[src/logic/wwd_defs.svh]
`ifndef WWD_DEFS_SVH
`define WWD_DEFS_SVH

// ----------------------------------------------------------------
// register indices (byte address is four times the index)
// ----------------------------------------------------------------
`define WWD_IDX_CTRLH   5'h00
`define WWD_IDX_CTRLL   5'h02
`define WWD_IDX_TOH     5'h04
`define WWD_IDX_TOL     5'h06
`define WWD_IDX_WINH    5'h08
`define WWD_IDX_WINL    5'h0a
`define WWD_IDX_REFRESH 5'h0c
`define WWD_IDX_UNLOCK  5'h0e
`define WWD_IDX_CNTH    5'h10
`define WWD_IDX_CNTL    5'h12
`define WWD_IDX_BITES   5'h14

// ----------------------------------------------------------------
// field positions
// ----------------------------------------------------------------
`define WWD_BIT_LOCK    14
`define WWD_BIT_TESTON  10
`define WWD_BIT_INTFLAG 15

// ----------------------------------------------------------------
// reset values
// ----------------------------------------------------------------
`define WWD_RST_CTRLH   16'h00d3
`define WWD_RST_TO      32'h004c4b40
`define WWD_RST_WIN     32'h00000010
`define WWD_RST_REFRESH 16'hb480
`define WWD_RST_UNLOCK  16'hd928

// ----------------------------------------------------------------
// keys and timing
// ----------------------------------------------------------------
`define WWD_REFRESH_KEY1 16'ha602
`define WWD_REFRESH_KEY2 16'hb480
`define WWD_UNLOCK_KEY1  16'hc520
`define WWD_UNLOCK_KEY2  16'hd928
`define WWD_KEY_GAP      5'd20
`define WWD_WCT_CYCLES   9'd256

`endif

[src/logic/wwd_pkg.sv]
package wwd_pkg;

  typedef enum logic [0:0] {
    wwdKeyIdle  = 1'b0,
    wwdKeyArmed = 1'b1
  } wwd_key_t;

  typedef struct packed {
    logic       testLockout;
    logic [1:0] byteChoice;
    logic       testKind;
    logic       waitEn;
    logic       stopEn;
    logic       dbgEn;
    logic       updPerm;
    logic       winOn;
    logic       irqRstEn;
    logic       clkChoice;
    logic       wdOn;
  } wwd_ctrl_t;

  typedef struct packed {
    logic cpuWait;
    logic cpuStop;
    logic cpuDebug;
  } wwd_mode_t;

endpackage

[src/logic/wwd_watchdog.sv]
`timescale 1ns/1ps
`default_nettype none
`include "wwd_defs.svh"
// How it works
// - reserved bits read zero, writes to them do nothing
// - test lockout bit 14 is sticky until reset and blocks functional test
// - byte choice 13:12 picks timer byte 0..3 for the byte test
// - bit 11 picks quick or byte test, only while functional test is on
// - bit 10 runs timer from fast test clock, survives watchdog reset
// - bits 7,6,5 keep timer running in wait, stop, debug
// - update permission bit 4 lets unlock reopen write-once registers
// - bit 3 turns windowed refresh on
// - bit 2 makes exceptions interrupt first, reset one window later
// - bit 1 picks low power oscillator or alternate timer clock
// - watchdog off holds timer at zero, other exceptions still act
// - interrupt flag sets on exception if bit 2, write one clears
// - timeout is a 32-bit timer clock count in two halves
// - windowed refresh below window value is an exception
// - refresh is two keys within 20 cycles, anything else is exception while config window is closed and no unlock is armed
// - unlock is two keys within 20 cycles, opens config window
// - two read-only registers show the timer count halves
// - readback freezes during stop and follows again after exit
// - bite tally counts watchdog resets, power-on clears, write one clears
// - after unlock a config register must be written within window

module wwd_watchdog
  import wwd_pkg::*;
(
  input  wire logic        clock,
  input  wire logic        rst,
  input  wire logic        porRst,
  input  wire logic        psel,
  input  wire logic        penable,
  input  wire logic        pwrite,
  input  wire logic [7:0]  paddr,
  input  wire logic [31:0] pwdata,
  output logic      [31:0] prdata,
  output logic             pready,
  output logic             pslverr,
  input  wire logic        lpoClk,
  input  wire logic        altClk,
  input  wire logic        fastClk,
  input  wire wwd_mode_t   cpuMode,
  output logic             wdogIrq,
  output logic             wdogReset
);

  // ----------------------------------------------------------------
  // helpers
  // ----------------------------------------------------------------
  function automatic logic regHit(input logic [7:0] a, input logic [4:0] i);
    return (a[1:0] == 2'h0) && !a[7] && (a[6:2] == i);
  endfunction

  function automatic wwd_ctrl_t toCtrl(input logic [15:0] d);
    return {d[14:11], d[7:0]};
  endfunction

  // ----------------------------------------------------------------
  // declarations
  // ----------------------------------------------------------------
  wwd_ctrl_t   ctrlReg;
  logic        testOnReg;
  logic        biteSeenReg;
  logic [31:0] toReg;
  logic [31:0] winReg;
  logic [15:0] refreshShowReg;
  logic [15:0] unlockShowReg;
  logic [31:0] timerReg;
  logic [31:0] readbackReg;
  logic [15:0] biteReg;
  logic        intFlagReg;
  logic        pendReg;
  logic [8:0]  pendCntReg;
  logic        cfgOpenReg;
  logic [8:0]  wctCntReg;
  logic        needWriteReg;
  logic [2:0]  clkSync1Reg;
  logic [2:0]  clkSync2Reg;
  logic [2:0]  clkSync3Reg;
  wwd_key_t    keyStateReg [2];
  logic [4:0]  keyGapReg [2];
  logic        keyHit [2];
  logic        keyDone [2];
  logic        keyBad [2];
  logic [15:0] wd;
  logic        accSetup;
  logic        wrAcc;
  logic        mapped;
  logic        wrCtrlH;
  logic        wrCfg;
  logic [15:0] rdData;
  logic [2:0]  clkRise;
  logic        tick;
  logic        run;
  logic        byteTest;
  logic        timeout;
  logic        early;
  logic        refreshOk;
  logic        wctLast;
  logic        missed;
  logic        excAny;
  wire  [31:0] byteNext;
  wire  [3:0]  byteHit;

  localparam logic [4:0] GapLast = 5'(`WWD_KEY_GAP - 5'd1);
  localparam logic [8:0] WctLast = 9'(`WWD_WCT_CYCLES - 9'd1);

  // ----------------------------------------------------------------
  // bus decode
  // ----------------------------------------------------------------
  assign wd       = pwdata[15:0];
  assign accSetup = psel && penable && !pready;
  assign wrAcc    = psel && penable && pready && pwrite && mapped;
  assign mapped   = (paddr[1:0] == 2'h0) && !paddr[7] && !paddr[2]
                    && (paddr[6:2] <= `WWD_IDX_BITES);
  assign wrCtrlH  = wrAcc && cfgOpenReg && regHit(paddr, `WWD_IDX_CTRLH);
  assign wrCfg    = wrAcc && cfgOpenReg && (paddr[6:2] <= `WWD_IDX_WINL);

  always_comb begin
    case (paddr[6:2])
      `WWD_IDX_CTRLH:   rdData = {1'b0, ctrlReg.testLockout, ctrlReg.byteChoice,
                                  ctrlReg.testKind, testOnReg, 2'b00,
                                  ctrlReg[7:0]};
      `WWD_IDX_CTRLL:   rdData = {intFlagReg, 15'h0000};
      `WWD_IDX_TOH:     rdData = toReg[31:16];
      `WWD_IDX_TOL:     rdData = toReg[15:0];
      `WWD_IDX_WINH:    rdData = winReg[31:16];
      `WWD_IDX_WINL:    rdData = winReg[15:0];
      `WWD_IDX_REFRESH: rdData = refreshShowReg;
      `WWD_IDX_UNLOCK:  rdData = unlockShowReg;
      `WWD_IDX_CNTH:    rdData = readbackReg[31:16];
      `WWD_IDX_CNTL:    rdData = readbackReg[15:0];
      `WWD_IDX_BITES:   rdData = biteReg;
      default:          rdData = 16'h0000;
    endcase
  end

  // one wait state: data and error are captured with pready
  always_ff @(posedge clock) begin
    if (rst) begin
      pready  <= 1'b0;
      prdata  <= 32'h00000000;
      pslverr <= 1'b0;
    end else begin
      pready <= accSetup;
      if (accSetup) begin
        prdata  <= mapped ? {16'h0000, rdData} : 32'h00000000;
        pslverr <= !mapped;
      end
    end
  end

  // ----------------------------------------------------------------
  // write-once configuration
  // ----------------------------------------------------------------
  always_ff @(posedge clock) begin
    if (rst) begin
      ctrlReg <= toCtrl(`WWD_RST_CTRLH);
    end else if (wrCtrlH) begin
      ctrlReg             <= toCtrl(wd);
      ctrlReg.testLockout <= ctrlReg.testLockout | wd[`WWD_BIT_LOCK];
    end
  end

  always_ff @(posedge clock) begin
    if (rst) begin
      toReg  <= `WWD_RST_TO;
      winReg <= `WWD_RST_WIN;
    end else if (wrCfg) begin
      case (paddr[6:2])
        `WWD_IDX_TOH:  toReg[31:16]  <= wd;
        `WWD_IDX_TOL:  toReg[15:0]   <= wd;
        `WWD_IDX_WINH: winReg[31:16] <= wd;
        `WWD_IDX_WINL: winReg[15:0]  <= wd;
        default: begin
        end
      endcase
    end
  end

  // test mode persists over a watchdog bite, only power-on always clears
  always_ff @(posedge clock) begin
    if (porRst) begin
      testOnReg   <= 1'b0;
      biteSeenReg <= 1'b0;
    end else if (rst) begin
      if (!biteSeenReg) begin
        testOnReg <= 1'b0;
      end
    end else begin
      if (wdogReset) begin
        biteSeenReg <= 1'b1;
      end else if (!cfgOpenReg) begin
        biteSeenReg <= 1'b0;
      end
      if (ctrlReg.testLockout) begin
        testOnReg <= 1'b0;
      end else if (wrCtrlH) begin
        testOnReg <= wd[`WWD_BIT_TESTON] & ~wd[`WWD_BIT_LOCK];
      end
    end
  end

  // ----------------------------------------------------------------
  // key sequences: 0 is refresh, 1 is unlock
  // ----------------------------------------------------------------
  assign keyHit[0] = wrAcc && regHit(paddr, `WWD_IDX_REFRESH) && !cfgOpenReg
                     && (keyStateReg[1] == wwdKeyIdle);
  assign keyHit[1] = wrAcc && regHit(paddr, `WWD_IDX_UNLOCK) && !cfgOpenReg;

  genvar k;
  generate
    for (k = 0; k < 2; k++) begin : gKey
      localparam logic [15:0] Key1 = (k == 0) ? `WWD_REFRESH_KEY1 : `WWD_UNLOCK_KEY1;
      localparam logic [15:0] Key2 = (k == 0) ? `WWD_REFRESH_KEY2 : `WWD_UNLOCK_KEY2;

      always_ff @(posedge clock) begin
        if (rst) begin
          keyStateReg[k] <= wwdKeyIdle;
          keyGapReg[k]   <= 5'd0;
        end else begin
          case (keyStateReg[k])
            wwdKeyIdle: begin
              keyGapReg[k] <= 5'd0;
              if (keyHit[k] && wd == Key1) begin
                keyStateReg[k] <= wwdKeyArmed;
              end
            end
            wwdKeyArmed: begin
              keyGapReg[k] <= 5'(keyGapReg[k] + 5'd1);
              if (keyHit[k] || keyGapReg[k] == GapLast) begin
                keyStateReg[k] <= wwdKeyIdle;
              end
            end
            default: keyStateReg[k] <= wwdKeyIdle;
          endcase
        end
      end

      assign keyDone[k] = keyHit[k] && (keyStateReg[k] == wwdKeyArmed) && (wd == Key2);
      assign keyBad[k]  = (keyHit[k] && (keyStateReg[k] == wwdKeyIdle) && (wd != Key1))
                        || (keyHit[k] && (keyStateReg[k] == wwdKeyArmed) && (wd != Key2))
                        || (!keyHit[k] && (keyStateReg[k] == wwdKeyArmed)
                            && (keyGapReg[k] == GapLast));
    end
  endgenerate

  always_ff @(posedge clock) begin
    if (rst) begin
      refreshShowReg <= `WWD_RST_REFRESH;
      unlockShowReg  <= `WWD_RST_UNLOCK;
    end else if (wrAcc) begin
      if (regHit(paddr, `WWD_IDX_REFRESH)) begin
        refreshShowReg <= wd;
      end
      if (regHit(paddr, `WWD_IDX_UNLOCK)) begin
        unlockShowReg <= wd;
      end
    end
  end

  // ----------------------------------------------------------------
  // configuration window
  // ----------------------------------------------------------------
  assign wctLast = cfgOpenReg && (wctCntReg == WctLast);
  assign missed  = wctLast && needWriteReg && !wrCfg;

  always_ff @(posedge clock) begin
    if (rst) begin
      cfgOpenReg   <= 1'b1;
      wctCntReg    <= 9'd0;
      needWriteReg <= 1'b0;
    end else if (cfgOpenReg) begin
      wctCntReg <= 9'(wctCntReg + 9'd1);
      if (wrCfg) begin
        needWriteReg <= 1'b0;
      end
      if (wctLast) begin
        cfgOpenReg   <= 1'b0;
        needWriteReg <= 1'b0;
      end
    end else if (keyDone[1] && ctrlReg.updPerm) begin
      cfgOpenReg   <= 1'b1;
      wctCntReg    <= 9'd0;
      needWriteReg <= 1'b1;
    end
  end

  // ----------------------------------------------------------------
  // timer clock sources
  // ----------------------------------------------------------------
  always_ff @(posedge clock) begin
    if (rst) begin
      clkSync1Reg <= 3'h0;
      clkSync2Reg <= 3'h0;
      clkSync3Reg <= 3'h0;
    end else begin
      clkSync1Reg <= {fastClk, altClk, lpoClk};
      clkSync2Reg <= clkSync1Reg;
      clkSync3Reg <= clkSync2Reg;
    end
  end

  assign clkRise = clkSync2Reg & ~clkSync3Reg;
  assign tick    = testOnReg ? clkRise[2]
                 : (ctrlReg.clkChoice ? clkRise[1] : clkRise[0]);
  assign run     = tick
                 && !(cpuMode.cpuWait  && !ctrlReg.waitEn)
                 && !(cpuMode.cpuStop  && !ctrlReg.stopEn)
                 && !(cpuMode.cpuDebug && !ctrlReg.dbgEn);

  // ----------------------------------------------------------------
  // timer
  // ----------------------------------------------------------------
  assign byteTest = testOnReg && ctrlReg.testKind;

  genvar b;
  generate
    for (b = 0; b < 4; b++) begin : gByte
      // only the chosen stage counts, the others sit at all ones
      assign byteNext[8*b +: 8] = (ctrlReg.byteChoice == 2'(b))
                                  ? 8'(timerReg[8*b +: 8] + 8'h01)
                                  : 8'hff;
      assign byteHit[b] = (timerReg[8*b +: 8] == toReg[8*b +: 8]);
    end
  endgenerate

  assign timeout   = byteTest ? byteHit[ctrlReg.byteChoice]
                   : (timerReg >= toReg);
  assign early     = keyDone[0] && ctrlReg.winOn && (timerReg < winReg);
  assign refreshOk = keyDone[0] && !early;

  always_ff @(posedge clock) begin
    if (rst || !ctrlReg.wdOn) begin
      timerReg <= 32'h00000000;
    end else if (refreshOk) begin
      timerReg <= 32'h00000000;
    end else if (run) begin
      if (timeout) begin
        timerReg <= 32'h00000000;
      end else begin
        timerReg <= byteTest ? byteNext : 32'(timerReg + 32'h00000001);
      end
    end
  end

  always_ff @(posedge clock) begin
    if (rst) begin
      readbackReg <= 32'h00000000;
    end else if (!cpuMode.cpuStop) begin
      readbackReg <= timerReg;
    end
  end

  // ----------------------------------------------------------------
  // exceptions, interrupt and bite
  // ----------------------------------------------------------------
  assign excAny = (ctrlReg.wdOn && run && timeout)
                || keyBad[0] || keyBad[1] || early || missed;

  always_ff @(posedge clock) begin
    if (rst) begin
      intFlagReg <= 1'b0;
      pendReg    <= 1'b0;
      pendCntReg <= 9'd0;
      wdogReset  <= 1'b0;
    end else begin
      wdogReset <= 1'b0;
      if (wrAcc && regHit(paddr, `WWD_IDX_CTRLL) && wd[`WWD_BIT_INTFLAG]) begin
        intFlagReg <= 1'b0;
      end
      if (excAny && !pendReg && ctrlReg.irqRstEn) begin
        intFlagReg <= 1'b1;
        pendReg    <= 1'b1;
        pendCntReg <= 9'd0;
      end else if (excAny && !pendReg) begin
        wdogReset <= 1'b1;
      end else if (pendReg) begin
        pendCntReg <= 9'(pendCntReg + 9'd1);
        if (pendCntReg == WctLast) begin
          pendReg   <= 1'b0;
          wdogReset <= 1'b1;
        end
      end
    end
  end

  assign wdogIrq = intFlagReg;

  always_ff @(posedge clock) begin
    if (porRst) begin
      biteReg <= 16'h0000;
    end else if (wrAcc && regHit(paddr, `WWD_IDX_BITES)) begin
      biteReg <= 16'((biteReg & ~wd) + {15'h0000, wdogReset});
    end else if (wdogReset) begin
      biteReg <= 16'(biteReg + 16'h0001);
    end
  end

endmodule

`default_nettype wire

[config.mk]
export PLATFORM = sky130hd
export DESIGN_NAME = wwd_watchdog
export DESIGN_NICKNAME = d
export VERILOG_FILES = /design/src/logic/wwd_pkg.sv /design/src/logic/wwd_watchdog.sv
export VERILOG_INCLUDE_DIRS = /design/src /design/src/logic
export SDC_FILE = /design/constraint.sdc
export NUM_CORES = 1
export LEC_CHECK = 0
export ABC_AREA = 1
export BUFFER_PORTS_ARGS = -buffer_cell sky130_fd_sc_hd__buf_2
export CAP_MARGIN = 0
export CELL_PAD_IN_SITES_DETAIL_PLACEMENT = 1
export CELL_PAD_IN_SITES_GLOBAL_PLACEMENT = 2
export CORE_MARGIN = 2
export CORE_UTILIZATION = 32
export CTS_CLUSTER_DIAMETER = 60
export DETAILED_ROUTE_END_ITERATION = 12
export PLACE_DENSITY = 0.77
export SETUP_SLACK_MARGIN = 0.1
export SYNTH_ARGS = -nofsm -noshare
export SYNTH_HDL_FRONTEND = slang
export SYNTH_SLANG_ARGS = --single-unit
[constraint.sdc]
create_clock -name clock -period 2.15 [get_ports clock]
set_input_delay 0.43 -clock clock [delete_from_list [all_inputs] [get_ports clock]]
set_output_delay 0.43 -clock clock [all_outputs]
set_load 0.1 [all_outputs]
## After elaboration in Yosys (flattened, before gate mapping)

Memories as Yosys holds them, arrays and structs flattened.
Cells that the tools add are included.
W data, S select, Z words.

| cells by class | value |
|---|---|
| add/subtract/negate cells | 11 |
| multiply operators | 0 |
| divide/modulo/power cells | 0 |
| order comparisons | 5 |
| equality and inequality tests | 33 |
| shift operators | 0 |
| multiplexer cells | 77 |
| bitwise logic cells | 19 |
| reductions and logical operators | 105 |

Operator list:

| cell | count |
|---|---|
| $pmux W16 S11 | 1 |
| $eq A16 B16 Y1 const B | 4 |
| $mux W32 | 2 |
| $ne A16 B16 Y1 const B | 4 |
| $mux W1 | 60 |
| $logic_and A1 B1 Y1 | 58 |
| $mux W16 | 3 |
| $add A32 B1 Y32 const B | 1 |
| $add A8 B1 Y8 const B | 4 |
| $eq A8 B8 Y1 | 4 |
| $ge A32 B32 Y1 | 1 |
| $lt A32 B32 Y1 | 1 |
| $mux W8 | 4 |
| $eq A5 B5 Y1 const B | 5 |
| $eq A5 B4 Y1 const B | 4 |
| $mux W5 | 4 |
| $reduce_and A2 Y1 | 10 |
| $add A9 B1 Y9 const B | 2 |
| $eq A9 B8 Y1 const B | 2 |
| $mux W9 | 2 |
| $logic_not A1 Y1 | 17 |
| $add A16 B1 Y16 | 1 |
| $add A16 B1 Y16 const B | 1 |
| $and A16 B16 Y16 | 1 |
| other kinds (24) | 54 |

| word-level totals | value |
|---|---|
| bits in registers | 256 |
| bits in latches | 0 |
| RAM bits | 12 |
| ROM bits | 0 |
| bits of input ports | 52 |
| output and inout port bits | 36 |
| logic and storage cells | 287 |
| memories kept | 2 |

Memories:

| memory | depth | bits a word | rd ports | clocked after Yosys merged registers in | write ports | RTL line | text |
|---|---|---|---|---|---|---|---|
| keyGapReg | 2 | 5 | 2 | 0 | 2 | wwd_watchdog.sv:82 | `logic [4:0] keyGapReg [2];` |
| keyStateReg | 2 | 1 | 2 | 0 | 2 | wwd_watchdog.sv:81 | `wwd_key_t keyStateReg [2];` |

## Logic depth before layout (Yosys ltp)

| depth | value |
|---|---|
| word-level depth | 19 |
| mapped depth | 18 |
| depth with buffers taken out | 17 |

## Worst setup path before layout

OpenSTA, ideal clock, no wires.

| path | value |
|---|---|
| kind | flip-flop to flip-flop |
| start point | register wdogReset |
| end point | register biteReg[12] |
| library setup time | 0.086 ns |
| data arrival time | 2.594 ns |
| required time | 2.064 ns |
| setup slack | -0.530 ns |
| cell stages (with the launch flop) | 15 |
| path buffers | 0 |
| clock period less this slack | 2.680 ns |
| cells stage by stage | dfxtp_1 > ha_1 > ha_1 > inv_1 > nor2_1 > nand2_1 > nor2_1 > nand2_1 > nor2_1 > nand2_1 > nor2_1 > nand2_1 > xnor2_1 > nor2_1 > a211oi_1 |

| between the ends | value |
|---|---|
| longest elaborated chain between the ends | 2 |
| elaborated cells on any way between the ends | 3 |
| classes of those cells | 1 x add/sub; 1 x mux; 1 x reduce/logical |

Ends and longest elaborated chain:

| item | RTL line | text |
|---|---|---|
| start: declaration | wwd_watchdog.sv:45 | `output logic wdogReset` |
| start signal: assignment | wwd_watchdog.sv:367 | `wdogReset <= 1'b0;` |
| start signal: assignment | wwd_watchdog.sv:369 | `wdogReset <= 1'b0;` |
| start signal: assignment | wwd_watchdog.sv:378 | `wdogReset <= 1'b1;` |
| $add A16 B1 Y16 | wwd_watchdog.sv:395 | `biteReg <= 16'((biteReg & ~wd) + {15'h0000, wdogReset});` |
| $mux W16 | wwd_watchdog.sv:394 | `` end else if (wrAcc && regHit(paddr, `WWD_IDX_BITES)) begin `` |
| end signal: assignment | wwd_watchdog.sv:395 |  |
| end signal: assignment | wwd_watchdog.sv:397 | `biteReg <= 16'(biteReg + 16'h0001);` |
| end: declaration | wwd_watchdog.sv:71 | `logic [15:0] biteReg;` |

Parallel ways exist; a longest one is shown, timed or not.
A chain may end at the register's enable or synchronous reset.

## Worst setup path in the final report

| path | value |
|---|---|
| start point | register toReg[30] |
| end point | register pendCntReg[4] |

| between the ends | value |
|---|---|
| longest elaborated chain between the ends | 12 |
| elaborated cells on any way between the ends | 15 |
| classes of those cells | 1 x order compare; 1 x eq/ne; 3 x mux; 1 x bitwise; 9 x reduce/logical |

Ends and longest elaborated chain:

| item | RTL line | text |
|---|---|---|
| start: declaration | wwd_watchdog.sv:65 | `logic [31:0] toReg;` |
| start signal: assignment | wwd_watchdog.sv:168 | `` toReg <= `WWD_RST_TO; `` |
| start signal: assignment | wwd_watchdog.sv:172 | `` `WWD_IDX_TOH: toReg[31:16] <= wd; `` |
| parallel branches: the longest is 3 deep, another holds $ge A32 B32 Y1 | -- |  |
| $mux W1 * | wwd_watchdog.sv:329 | `assign timeout = byteTest ? byteHit[ctrlReg.byteChoice]` |
| $logic_and A1 B1 Y1 * | wwd_watchdog.sv:359 | `assign excAny = (ctrlReg.wdOn && run && timeout)` |
| $logic_or A1 B1 Y1 * (4 in a row) | wwd_watchdog.sv:360 | `\|\| keyBad[0] \|\| keyBad[1] \|\| early \|\| missed;` |
| $logic_and A1 B1 Y1 * | wwd_watchdog.sv:373, wwd_watchdog.sv:377 |  |
| $logic_and A1 B1 Y1 or $not A1 Y1 (tied branches) | -- |  |
| $reduce_or A2 Y1 (no source line) or $reduce_and A2 Y1 (tied branches) | -- |  |
| end signal: assignment | wwd_watchdog.sv:380 | `pendCntReg <= 9'(pendCntReg + 9'd1);` |
| end: declaration | wwd_watchdog.sv:74 | `logic [8:0] pendCntReg;` |

Every way passes the cells marked *. The select of a mux whose other input is x is not followed.

==> run metrics <==
First DRT Iteration DRCs=a little over 900; first-pass GRT wire length=between 90000 and 100000 µm; DRC Markers=0; Post-synth EDFFs=11; gr ovfl total=0; M2 GR Usage=0.456; Gate power share=0.077; Syn Area/Cell=7.10 µm²; CP max FO=5; LEAKAGE=8.27 nW; Final GP Congestion=~0.88; synthesized cell area=roughly 14000 µm²; Synth warnings=0; Max-Cap Viols=0; total die area=about 46000 µm²; DP Area=about 17000 µm²; post-layout min period=2.28 ns; post-synthesis sequential area ratio=0.367; clock-pin slew of the registers on the worst-case setup and hold paths=about 0.06 ns; number of CTS-inserted buffers=36; worst skew pair latency=approximately 0.56 ns; Power, Total=11.7 mW; critical path's most frequent cell=nand3_4; CTS root buffer=clkbuf_16; Max rail drop VDD=between 0.0003 and 0.0004 V; detailed-placement wirelength estimate=between 40000 and 50000 µm; PortBufs=between 50 and 60; Design Area, Final=19900 µm²; Vias=15368; status=finished with violations; net count reported at finish=approximately 2500; RSZ-0062 raised after global routing=true; Cell Pwr Density=a little under 600 nW/µm²; Async S/R FF share, synth=0; fin crit share=1.06; slew margin rel.=0.366; failing checks=negative setup slack; Synth cell types=54; Highest Clock Rate=around 440 MHz; largest net degree at the start of global routing=65; Switching Fraction=0.259; DIE WIDTH=between 200 and 250 µm; Syn Inst Count=1979; # diodes=0; Worst-Margin Slew=around 0.94 ns; initial antenna violation count=1; final core utilization=0.460; Synth Flop Type=dfxtp_1; Required @ worst endpoint=between 2 and 3 ns; hold buffers post-CTS=0; sequential fraction of design power=0.407; Routed wire per std cell=a little over 20 µm; met3 Use GR=0.0390; CP Class=reg2reg; Worst Hold Class=in2reg; die height=roughly 210 µm; CTS sink count=~250; core box area=around 43000 µm²; # rows=76; Yosys reg bits=around 250; number of top-level pins=88; max-slew violations=0; GR Util met1=0.337; layout cells sized above 1=0.306; Setup WS post-layout=-0.131 ns; Initial Utilization=0.326; CP Cell Sequence=inv_2 > ha_4 > nand2_4 > nor2_4 > nand4_1 > nand2_1 > nand3_2 > o21ai_4 > buf_6 > nand3_4 > nand3_4 > nand3_4 > nand2_4 > nor2_1; pre-CTS setup slack=-0.413 ns; total track usage=0.263; Worst setup SP type=flop; final hold violation count=0; H-tree levels=2; most common cell after layout, fill and taps aside=buf_4; DRT antenna net count=0; clk_skew=roughly 0.015 ns; GR peak layer=met2; vias in the first global route=approximately 16000; P&R area growth vs syn=41.4%; DR vias/cell=around 5.2; final setup vio count=42; P_sw=just over 3 mW; WL final=roughly 60000 µm; crit path DAT=2.72 ns; Clock Power Share=0.516; drt pass-1 iters=5; CP max-delay cell=dfxtp_2; CP endpoint kind=flop; Power Internal=around 8.7 mW; CP peak stage delay=0.33 ns; CTS tree=done; most frequent cells in the layout=buf_4 (286), nand2_1 (247), inv_1 (241); Max Root-Sink Buffers=3
worst paths after layout:
path / startpoint / endpoint / slack [ns] / cells after the start
worst max register to register: toReg[30] / pendCntReg[4] / -0.13 / 14
worst max-delay path: toReg[30] / pendCntReg[4] / -0.13 / 14
worst min-delay path: fastClk / clkSync1Reg[2] / 0.08 / 3
worst min register to register: clkSync1Reg[0] / clkSync2Reg[0] / 0.41 / 2
power by group through the flow:
stage	Sequential, mW	Combinational (mW)	Clock [mW]
2_1_floorplan	4.90	0.442	0
3_3_place_gp	4.89	0.805	0
3_5_place_dp	4.89	0.819	0
4_1_cts	4.78	0.887	6.17
5_1_grt	4.78	0.966	6.36
6_report	4.78	0.909	6.06
flip-flops by register name, summed over array words and instances, names as in the netlist, 9 cells and up:
signal	cells
readbackReg	32
timerReg	32
toReg	32
winReg	32
biteReg	16
prdata	16
refreshShowReg	16
unlockShowReg	16
ctrlReg	12
keyGapReg	10
pendCntReg	9
wctCntReg	9
final cells by class:
type	instances	area, µm²
clock buffers	51	1060
clock inverters	10	123
fillers	5360	23300
inverters	270	1020
multi-input cells	1388	8540
flip-flops and latches	252	5250
well taps	585	732
repair buffers	388	3140
timing repair:
item | 4_1_cts | 5_1_grt
gates cloned | 5 | 0
setup buffers | 28 | 20
resized for setup | 181 | 139
pin swaps | 60 | 59
setup endpoints to repair | 49 | 54
stage by stage:
stage | hold WS (ns) | TNS [ns] | cells
2_1_floorplan | 0.388 | 0 | 2003
3_3_place_gp | 0.396 | -15.66 | 2836
3_5_place_dp | 0.402 | -24.06 | 2836
4_1_cts | 0.0659 | -2.49 | 2930
5_1_grt | 0.0851 | -7.04 | 2944
6_report | 0.0850 | -3.36 | 2944
synth_stat cells, types with 3 or more instances:
cell | instances | area, µm²
nand2_1 | 281 | 1050
inv_1 | 254 | 953
a21oi_1 | 252 | 1260
dfxtp_1 | 241 | 4820
nor2_1 | 212 | 796
o21ai_0 | 178 | 891
nand3_1 | 79 | 395
ha_1 | 76 | 951
clkbuf_1 | 62 | 233
nand4_1 | 36 | 225
o22ai_1 | 33 | 206
xor2_1 | 32 | 280
nor3_1 | 31 | 155
o211ai_1 | 22 | 165
a221oi_1 | 19 | 166
buf_4 | 16 | 120
xnor2_1 | 14 | 123
a21oi_2 | 12 | 105
a211oi_1 | 11 | 82.6
clkinv_1 | 11 | 41.3
edfxtp_1 | 11 | 330
a22oi_1 | 8 | 60.1
buf_1 | 8 | 30.0
nor4_1 | 8 | 50.1
o2111ai_1 | 8 | 70.1
or2_2 | 7 | 43.8
buf_2 | 5 | 25.0
inv_2 | 5 | 18.8
nand3b_1 | 5 | 37.5
a31oi_1 | 4 | 25.0
nand2_2 | 4 | 25.0
buf_6 | 3 | 33.8
o221ai_1 | 3 | 26.3
layer usage:
metal / vias up / wire (µm)
met1: 7577 / 26500
met5: - / 11
met4: 2 / 1810
li1: 7352 / -
met2: 326 / 29000
met3: 111 / 2560
critical path: cells and delay by family (launching register included):
kind,cells,cell delay (ns)
fa+ha+maj,1,0.27
flops,1,0.33
buf+inv,2,0.19
compound gates,1,0.19
simple gates,10,1.19
logic make-up (layout without fill, tap and decap cells):
family	after synthesis	after routing	share of synthesized area
mux	1	1	0.000712
fa+ha+maj	76	76	0.0677
flops	252	252	0.367
xor+xnor	46	46	0.0287
simple gates	678	679	0.209
other cells	2	26	0.000534
buf+inv	364	719	0.104
compound gates	560	560	0.223
(Power assumes the default switching activity.)
